## src/verilog/rcf_defs.svh

```systemverilog
// Purpose: constants for the reset cause and initial condition block
// Assumes: 32-bit AHB-Lite register words, 250 MHz mclk
// Notes: qualify and soft reset delays are nominal
`ifndef RCF_DEFS_SVH
`define RCF_DEFS_SVH
`define RCF_OFF_CAUSE 12'h000
`define RCF_OFF_SELECT 12'h004
`define RCF_OFF_WDCTRL 12'h008
`define RCF_OFF_STATUS 12'h00C
`define RCF_OFF_CTRL 12'h010
`define RCF_BIT_RSTCTRL 3
`define RCF_BIT_LOWV 2
`define RCF_BIT_WDCTRL 0
`define RCF_CAUSE_MASK 8'h0D
`define RCF_SEL_RESET 8'h55
`define RCF_SEL_PIN 8'hAA
`define RCF_WD_RESET 8'h53
`define RCF_WD_EN 5'h0A
`define RCF_WD_DIS 5'h15
`define RCF_CTRL_RESET 8'h00
`define RCF_PORT_RESET 8'hFF
`define RCF_CLK_MHZ 250
`define RCF_LV_QUALIFY_US 120
`define RCF_LV_QUALIFY_CYC (`RCF_LV_QUALIFY_US * `RCF_CLK_MHZ)
`define RCF_SOFT_DELAY_NS 100
`define RCF_SOFT_DELAY_CYC ((`RCF_SOFT_DELAY_NS * `RCF_CLK_MHZ) / 1000)
`endif

```

## src/verilog/rcf_pkg.sv

```systemverilog
// Purpose: types for the reset cause block
// Assumes: nothing
// Notes: reset kinds ordered from narrowest to broadest
package rcf_pkg;
	typedef enum logic [1:0] {
		RCF_MODE_FAST = 2'b00,
		RCF_MODE_SLOW = 2'b01,
		RCF_MODE_IDLE = 2'b11,
		RCF_MODE_SLEEP = 2'b10
	} rcf_mode_t;
	typedef enum logic [2:0] {
		RCF_RK_NONE = 3'b000,
		RCF_RK_WARM = 3'b001,
		RCF_RK_WDOG = 3'b011,
		RCF_RK_FULL = 3'b010,
		RCF_RK_POWER = 3'b110
	} rcf_kind_t;
endpackage : rcf_pkg

```

## src/verilog/rcf_qual.sv

```systemverilog
// Purpose: low supply qualification timer
// Assumes: synchronised low supply level
// Notes: pulse once the level has lasted for the qualify count
`timescale 1ns/10ps
module rcf_qual #(
	parameter int QCYC = 30000
) (
	// clock and reset
	input wire logic mclk,
	input wire logic rst,
	// control
	input wire logic enable,
	input wire logic low_in,
	output logic fire
);
	logic [31:0] cnt_reg;
	logic [31:0] cnt_next;
	logic fire_reg;
	logic fire_next;
	always_comb begin
		cnt_next = 32'h0000_0000;
		fire_next = 1'b0;
		// a dip shorter than the count restarts the timer and never fires
		if (enable && low_in) begin
			if (cnt_reg < 32'(QCYC))
				cnt_next = cnt_reg + 32'h0000_0001;
			else
				cnt_next = cnt_reg;
			fire_next = (cnt_reg == 32'(QCYC) - 32'h0000_0001);
		end
	end
	always_ff @(posedge mclk or posedge rst) begin
		if (rst) begin
			cnt_reg <= 32'h0000_0000;
			fire_reg <= 1'b0;
		end else begin
			cnt_reg <= cnt_next;
			fire_reg <= fire_next;
		end
	end
	assign fire = fire_reg;
endmodule : rcf_qual

```

## src/verilog/rcf_sync.sv

```systemverilog
// Purpose: three-stage synchroniser with agreement filter
// Assumes: asynchronous input level
// Notes: output changes only once stages two and three agree
`timescale 1ns/10ps
module rcf_sync #(
	parameter logic INIT = 1'b0
) (
	// clock and reset
	input wire logic mclk,
	input wire logic rst,
	// data
	input wire logic din,
	output logic dout
);
	logic [2:0] stg_reg;
	logic [2:0] stg_next;
	logic out_reg;
	logic out_next;
	always_comb begin
		stg_next = {stg_reg[1:0], din};
		out_next = (stg_reg[1] == stg_reg[2]) ? stg_reg[2] : out_reg;
	end
	always_ff @(posedge mclk or posedge rst) begin
		if (rst) begin
			stg_reg <= {3{INIT}};
			out_reg <= INIT;
		end else begin
			stg_reg <= stg_next;
			out_reg <= out_next;
		end
	end
	assign dout = out_reg;
endmodule : rcf_sync

```

## src/verilog/rcf_top.sv

```systemverilog
// Purpose: reset source handling, cause flags and initial conditions
// Assumes: rst is the power-on reset; ahb-lite single word accesses
// Notes: core sees one-cycle reset pulses per kind
//
// Register access over AHB-Lite and the register offsets were left to the implementer.
`timescale 1ns/10ps
`include "rcf_defs.svh"
module rcf_top #(
	parameter int LV_QCYC = `RCF_LV_QUALIFY_CYC,
	parameter int SOFT_CYC = `RCF_SOFT_DELAY_CYC
) (
	// clock and power-on reset
	input wire logic mclk,
	input wire logic rst,
	// ahb-lite slave
	input wire logic hsel,
	input wire logic [31:0] haddr,
	input wire logic [1:0] htrans,
	input wire logic hwrite,
	input wire logic [2:0] hsize,
	input wire logic [31:0] hwdata,
	input wire logic hready,
	output logic hreadyout,
	output logic hresp,
	output logic [31:0] hrdata,
	// sources
	input wire logic supply_low,
	input wire logic external_reset_pin_n,
	input wire logic wdt_timeout,
	input wire logic wdt_ctrl_bad,
	input wire logic [1:0] power_mode,
	input wire logic halt_enter,
	input wire logic wdt_clear,
	// reset effects
	output logic core_pc_sp_clear,
	output logic core_full_reset,
	output logic core_acc_tblp_reset,
	output logic timers_off,
	output logic ints_off,
	output logic wdt_timebase_clear,
	output logic [7:0] port_data_init,
	output logic port_init_load,
	output logic ctrl_reg_load,
	output logic timeout_flag,
	output logic power_down_flag,
	output logic [7:0] watchdog_control_register,
	output logic [7:0] reset_select_register,
	output logic external_reset_pin_en
);
	// only bits 3, 2 and 0 of the cause register exist
	localparam logic [7:0] CAUSE_MASK = `RCF_CAUSE_MASK;
	rcf_pkg::rcf_mode_t mode;
	logic sleep_mode;
	logic pin_n_s;
	logic supply_low_s;
	logic lv_fire;
	logic pin_fire;
	logic wdt_norm;
	logic wdt_sleep;
	logic soft_fire;
	rcf_pkg::rcf_kind_t kind;
	logic por_seen_reg;
	logic por_seen_next;
	logic pin_n_prev_reg;
	logic pin_n_prev_next;
	logic [7:0] cause_reg;
	logic [7:0] cause_next;
	logic [7:0] sel_reg;
	logic [7:0] sel_next;
	logic [7:0] wdc_reg;
	logic [7:0] wdc_next;
	logic to_reg;
	logic to_next;
	logic pdf_reg;
	logic pdf_next;
	logic [15:0] soft_cnt_reg;
	logic [15:0] soft_cnt_next;
	logic soft_pend_reg;
	logic soft_pend_next;
	logic [6:0] pulse_reg;
	logic [6:0] pulse_next;
	logic [7:0] port_reg;
	logic [7:0] port_next;
	logic dph_wr_reg;
	logic dph_wr_next;
	logic pin_en_reg;
	logic pin_en_next;
	logic [11:0] dph_addr_reg;
	logic [11:0] dph_addr_next;
	logic [31:0] rdata_reg;
	logic [31:0] rdata_next;
	logic [7:0] wbyte;
	assign mode = rcf_pkg::rcf_mode_t'(power_mode);
	assign sleep_mode = (mode == rcf_pkg::RCF_MODE_IDLE) || (mode == rcf_pkg::RCF_MODE_SLEEP);
	// the pin and the comparator are not on mclk, so both pass three stages
	rcf_sync #(.INIT(1'b1)) u_pin_sync (
		.mclk(mclk),
		.rst(rst),
		.din(external_reset_pin_n),
		.dout(pin_n_s)
	);
	rcf_sync #(.INIT(1'b0)) u_lv_sync (
		.mclk(mclk),
		.rst(rst),
		.din(supply_low),
		.dout(supply_low_s)
	);
	// monitor has no enable bit, only the power mode gates it
	rcf_qual #(.QCYC(LV_QCYC)) u_lv_qual (
		.mclk(mclk),
		.rst(rst),
		.enable(~sleep_mode),
		.low_in(supply_low_s),
		.fire(lv_fire)
	);
	// pin reset only when the select register routes the pin to reset
	assign pin_fire = (sel_reg == `RCF_SEL_PIN) && pin_n_prev_reg && !pin_n_s;
	// the edge detector idles high like the pin, so no false edge follows reset
	assign wdt_norm = wdt_timeout && !sleep_mode;
	assign wdt_sleep = wdt_timeout && sleep_mode;
	assign soft_fire = soft_pend_reg && (soft_cnt_reg == 16'h0000);
	assign wbyte = hwdata[7:0];
	// pick the broadest kind present
	// the first edge after rst is released is taken as the power-on reset
	always_comb begin
		if (!por_seen_reg)
			kind = rcf_pkg::RCF_RK_POWER;
		else if (lv_fire || pin_fire || wdt_norm || soft_fire || wdt_ctrl_bad)
			kind = rcf_pkg::RCF_RK_FULL;
		else if (wdt_sleep)
			kind = rcf_pkg::RCF_RK_WDOG;
		else
			kind = rcf_pkg::RCF_RK_NONE;
	end
	always_comb begin
		por_seen_next = 1'b1;
		pin_n_prev_next = pin_n_s;
		cause_next = cause_reg;
		sel_next = sel_reg;
		wdc_next = wdc_reg;
		to_next = to_reg;
		pdf_next = pdf_reg;
		soft_cnt_next = soft_cnt_reg;
		soft_pend_next = soft_pend_reg;
		port_next = port_reg;
		pulse_next = 7'h00;
		dph_wr_next = 1'b0;
		dph_addr_next = dph_addr_reg;
		rdata_next = rdata_reg;
		// power-down flag follows halt and watchdog clear
		if (halt_enter) begin
			pdf_next = 1'b1;
			to_next = 1'b0;
		end
		if (wdt_clear) begin
			pdf_next = 1'b0;
			to_next = 1'b0;
		end
		// count down before the write decode so a fresh bad pattern reloads the delay
		if (soft_pend_reg && soft_cnt_reg != 16'h0000)
			soft_cnt_next = soft_cnt_reg - 16'h0001;
		// software writes first so hardware sets win over clears
		if (dph_wr_reg) begin
			unique case (dph_addr_reg)
				`RCF_OFF_CAUSE: cause_next = cause_reg & wbyte & CAUSE_MASK;
				`RCF_OFF_SELECT: begin
					sel_next = wbyte;
					if (wbyte != `RCF_SEL_RESET && wbyte != `RCF_SEL_PIN) begin
						soft_pend_next = 1'b1;
						soft_cnt_next = 16'(SOFT_CYC);
					end
				end
				`RCF_OFF_WDCTRL: wdc_next = wbyte;
				default: ;
			endcase
		end
		if (soft_fire)
			cause_next[`RCF_BIT_RSTCTRL] = 1'b1;
		if (lv_fire)
			cause_next[`RCF_BIT_LOWV] = 1'b1;
		if (wdt_ctrl_bad)
			cause_next[`RCF_BIT_WDCTRL] = 1'b1;
		unique case (kind)
			rcf_pkg::RCF_RK_POWER: begin
				cause_next = 8'h00; // flag stays unknown-ish: held at zero
				to_next = 1'b0;
				pdf_next = 1'b0;
				pulse_next = 7'h7F;
				port_next = `RCF_PORT_RESET;
			end
			rcf_pkg::RCF_RK_FULL: begin
				// cause flags survive every reset except power-on
				if (wdt_timeout)
					to_next = 1'b1;
				// a sleep timeout merged into a broader reset still marks power-down
				if (wdt_sleep)
					pdf_next = 1'b1;
				pulse_next = 7'h7B; // acc and table pointer kept
				port_next = `RCF_PORT_RESET;
			end
			rcf_pkg::RCF_RK_WDOG: begin
				// warm reset: ports, controls and cause flags keep their values
				to_next = 1'b1;
				pdf_next = 1'b1;
				pulse_next = 7'h01;
			end
			default: ;
		endcase
		// a pending soft delay is dropped by any broader reset that lands first
		if (kind == rcf_pkg::RCF_RK_POWER || kind == rcf_pkg::RCF_RK_FULL) begin
			sel_next = `RCF_SEL_RESET;
			wdc_next = `RCF_WD_RESET;
			soft_pend_next = 1'b0;
			soft_cnt_next = 16'h0000;
		end
		// registered so the pin enable output comes straight from a flop
		pin_en_next = (sel_next == `RCF_SEL_PIN);
		// ahb address phase; read data is captured from the next-state values here,
		// so it stands for the whole data phase and already shows a write ending with it
		if (hsel && hready && htrans[1]) begin
			dph_wr_next = hwrite;
			dph_addr_next = haddr[11:0];
			if (!hwrite) begin
				unique case (haddr[11:0])
					`RCF_OFF_CAUSE: rdata_next = {24'h00_0000, cause_next & CAUSE_MASK};
					`RCF_OFF_SELECT: rdata_next = {24'h00_0000, sel_next};
					`RCF_OFF_WDCTRL: rdata_next = {24'h00_0000, wdc_next};
					`RCF_OFF_STATUS: rdata_next = {30'h0000_0000, pdf_next, to_next};
					`RCF_OFF_CTRL: rdata_next = {24'h00_0000, port_next};
					default: rdata_next = 32'h0000_0000;
				endcase
			end
		end
	end
	always_ff @(posedge mclk or posedge rst) begin
		if (rst) begin
			por_seen_reg <= 1'b0;
			pin_n_prev_reg <= 1'b1;
			cause_reg <= 8'h00;
			sel_reg <= `RCF_SEL_RESET;
			wdc_reg <= `RCF_WD_RESET;
			to_reg <= 1'b0;
			pdf_reg <= 1'b0;
			soft_cnt_reg <= 16'h0000;
			soft_pend_reg <= 1'b0;
			pulse_reg <= 7'h00;
			port_reg <= `RCF_PORT_RESET;
			dph_wr_reg <= 1'b0;
			pin_en_reg <= 1'b0;
			dph_addr_reg <= 12'h000;
			rdata_reg <= 32'h0000_0000;
		end else begin
			por_seen_reg <= por_seen_next;
			pin_n_prev_reg <= pin_n_prev_next;
			cause_reg <= cause_next;
			sel_reg <= sel_next;
			wdc_reg <= wdc_next;
			to_reg <= to_next;
			pdf_reg <= pdf_next;
			soft_cnt_reg <= soft_cnt_next;
			soft_pend_reg <= soft_pend_next;
			pulse_reg <= pulse_next;
			port_reg <= port_next;
			dph_wr_reg <= dph_wr_next;
			pin_en_reg <= pin_en_next;
			dph_addr_reg <= dph_addr_next;
			rdata_reg <= rdata_next;
		end
	end
	// pulse bits: 0 pc/sp, 1 full, 2 acc/tblp, 3 timers, 4 ints, 5 wdt, 6 ports and controls
	assign core_pc_sp_clear = pulse_reg[0];
	assign core_full_reset = pulse_reg[1];
	assign core_acc_tblp_reset = pulse_reg[2];
	assign timers_off = pulse_reg[3];
	assign ints_off = pulse_reg[4];
	assign wdt_timebase_clear = pulse_reg[5];
	assign port_init_load = pulse_reg[6];
	assign ctrl_reg_load = pulse_reg[6];
	assign port_data_init = port_reg;
	assign timeout_flag = to_reg;
	assign power_down_flag = pdf_reg;
	assign watchdog_control_register = wdc_reg;
	assign reset_select_register = sel_reg;
	assign external_reset_pin_en = pin_en_reg;
	// zero wait states: every transfer completes in its first data phase cycle
	assign hreadyout = 1'b1;
	assign hresp = 1'b0;
	assign hrdata = rdata_reg;
endmodule : rcf_top
```

## config.mk

```make
export PLATFORM = sky130hd
export DESIGN_NAME = rcf_top
export DESIGN_NICKNAME = d
export VERILOG_FILES = /design/src/verilog/rcf_pkg.sv /design/src/verilog/rcf_qual.sv /design/src/verilog/rcf_sync.sv /design/src/verilog/rcf_top.sv
export VERILOG_INCLUDE_DIRS = /design/src /design/src/verilog
export SDC_FILE = /design/constraint.sdc
export NUM_CORES = 1
export LEC_CHECK = 0
export ABC_AREA = 0
export BUFFER_PORTS_ARGS = -buffer_cell sky130_fd_sc_hd__buf_2
export CORE_ASPECT_RATIO = 1.4
export CORE_MARGIN = 3
export CORE_UTILIZATION = 40
export DETAILED_ROUTE_END_ITERATION = 10
export PLACE_DENSITY = 0.61
export RECOVER_POWER = 50
export SYNTH_ARGS = -nofsm -noshare
export SYNTH_HDL_FRONTEND = slang
export SYNTH_SLANG_ARGS = --single-unit
export TNS_END_PERCENT = 50
```

## constraint.sdc

```tcl
create_clock -name mclk -period 5.2 [get_ports mclk]
set_clock_uncertainty 0.1 [all_clocks]
set_input_delay 0.78 -clock mclk [delete_from_list [all_inputs] [get_ports mclk]]
set_output_delay 0.78 -clock mclk [all_outputs]
set_load 0.02 [all_outputs]
```

==> key figures <==
Run status
  • Status: finished, violations left
  • Failing checks: max-capacitance violations, max-slew violations

Global routing
  • Global-route wire length before repair: 19400 um
  • Grt ovf: 0
  • Vias in the first global route: a little under 4000
  • Tot GR Track Use: 0.170
  • Initial antenna violation count: 0
  • Largest net degree at the start of global routing: 76

Clock tree
  • Root Driver: clkbuf_16
  • PostCTS Resize Cnt: 0
  • CTS sink count: 114
  • CTS Buffer Depth: 2
  • Setup Buffers After CTS: 0
  • Clock buffer count from CTS: 17
  • CTS tree: yes
  • H-tree Lvls: 4
  • CTS Hold Buffers Added: 0
  • Clock-pin slew on the worst setup and hold paths: 0.05 ns
  • Worst-Skew Late Latency: around 0.41 ns

Job
  • Max cap viols: 1

Detailed routing
  • Wire per inst: roughly 16 um
  • Antenna Nets Post-Route: 0
  • Total length of routed wires: 11600 um
  • Drt first pass iters: 5
  • Vias post-DR: roughly 3800
  • # DRC: 0
  • Initial DRC Count: 131
  • DR vias/cell: roughly 5.2

Worst setup path
  • Worst-path cell chain: inv_1 > ha_1 > nor4b_1 > nand4_1 > and3b_1 > clkinv_2 > nor2_1 > a2111oi_0 > o21ai_1
  • Req. time, crit path: ~5.4 ns
  • Top Family by Delay on Critical Path: simple AND/OR/NAND/NOR gates
  • Setup CP Type: flip-flop to flip-flop
  • Crit end category: flip-flop
  • CP max stage delay: 0.55 ns
  • Buf/Inv on CP: 2
  • Slowest cell on crit path: a2111oi_0
  • Worst path arrival time: 3.36 ns
  • Worst-path maximum fanout: 20
  • Worst Setup Start Kind: flip-flop

Logic synthesis
  • Average size of a mapped cell: approximately 11 um2
  • Main synth FF type: dfrtp_1
  • Top-area cell type share of the netlist area: 0.440
  • Top cells by count, synth: 93 x dfrtp_1, 56 x nor2_1, 41 x nand2_1
  • Ys async rst share: 1.00
  • Top cells by area, synth: dfrtp_1 44%, dfstp_2 10%, buf_4 4.4%
  • YS warnings: 0
  • Post-synthesis sequential area ratio: 0.544
  • Cell Area, Synth: 0.00530 mm2
  • EDFF count, synth: 0
  • Post-synth cell types: 61
  • Count leader, synth: dfrtp_1
  • #FFs+latches synth: 114
  • Synth area leader: dfrtp_1
  • Post-synthesis cell count: 491

Place
  • Port-buffer cells: between 70 and 80
  • Final HPWL DP: around 8400 um
  • Dpl ws: ~1.9 ns
  • GP Congestion: 0.839

Timing
  • Final setup margin: around 2 ns
  • Max Freq: roughly 310 MHz
  • Final period utilization: 0.613
  • Final Hold Fails: 0
  • Hold_ws: around 0.25 ns
  • Pin slew with the least headroom to its limit: roughly 3.3 ns
  • Slew headroom: -1.19
  • Setup TNS Final: 0 ns
  • Slew Viols, Final: between 70 and 80
  • Setup violations, final: 0
  • Tmin final: between 3 and 4 ns
  • Unrepaired setup endpoints after global routing: false

Power and ir drop
  • VDD IR-drop max: about 160 uV
  • PD cells: 350 mW/mm2
  • Total Power Consumption: roughly 2.2 mW
  • Leakage: 2.78 nW

Floorplan
  • Site row count: 49
  • Initial Util: 0.411
  • Die area: approximately 0.015 mm2
  • Die Span X: slightly above 100 um
  • Ports: 151
  • Die H: 142 um
  • Core Region: around 0.013 mm2

Worst hold path
  • Min-delay worst type: flip-flop to flip-flop

Layout
  • Utilization after layout: 0.484
  • Max FFs per register: 32
  • Final #Nets: roughly 650
  • Area grow syn2layout: 17.7%
  • Share of cells above drive strength 1: 0.229
  • ANT cells: 0
## per-layer routing
layer,vias up,GRT usage,share of wire
met3,8,0.0525,0.048
met1,1885,0.209,0.43
li1,1818,-,-
met5,-,0,0
met2,99,0.288,0.52
met4,0,0.0450,0.0085
## metrics by stage
step | cell area, um2 | instances
global route | 6230 | 734
finish | 6230 | 734
detailed placement | 5680 | 702
floorplan | 5390 | 516
CTS | 6260 | 734
global placement | 5680 | 702
## logic make-up (layout without fill, tap and decap cells)
| logic type | count (synthesis) | count (layout) | synth area share |
|---|---|---|---|
| mux | 25 | 25 | 0.0499 |
| other cells | 2 | 27 | 0.00142 |
| buf+inv | 60 | 125 | 0.0664 |
| xor+xnor | 28 | 28 | 0.0463 |
| fa+ha+maj | 5 | 5 | 0.0109 |
| flops | 114 | 114 | 0.544 |
| simple gates | 203 | 203 | 0.207 |
| compound gates | 54 | 54 | 0.0749 |
## where the power goes
part	switching [mW]	internal, mW	total [mW]
combinational	0.0813	0.0344	0.116
clock	0.425	0.708	1.13
sequential	0.0162	0.917	0.933
total	0.523	1.66	2.18
## path summary, 6_finish.rpt
kind | startpoint | to | slack [ns] | depth (start not counted)
worst max register to register | soft_cnt_reg[0] | hrdata[2] | 2.01 | 9
worst min-delay path | u_lv_sync.stg_reg[0] | u_lv_sync.stg_reg[1] | 0.25 | 0
min in group asynchronous | rst | power_down_flag | 1.17 | 2
worst max-delay path | soft_cnt_reg[0] | hrdata[2] | 2.01 | 9
max in group asynchronous | rst | watchdog_control_register[0] | 2.15 | 3
worst min register to register | u_lv_sync.stg_reg[0] | u_lv_sync.stg_reg[1] | 0.25 | 0
## layout by cell type (no fill, tap or decap), types with 14 or more instances in the layout
cell type  Yosys  final
nor2_1        56     56
a21oi_1       17     17
nand3_1       15     15
xor2_1        15     15
clkbuf_1       9     19
buf_2          1     56
mux2i_1       14     14
dfrtp_1       93     93
nand2_1       41     41
inv_1         16     15
clkbuf_16      0     17
conb_1         2     27
dfstp_2       21     19
## area by class of cell
cell class                 instances  area, um2
multi-input combinational        342       2150
tap                              153        191
clock buffer                      17        425
sequential                       114       2880
clock inverter                    15        159
timing repair buffer              76        359
inverter                          17       66.3
fill                            1190       6640
Power figures use the tool's default switching activity.
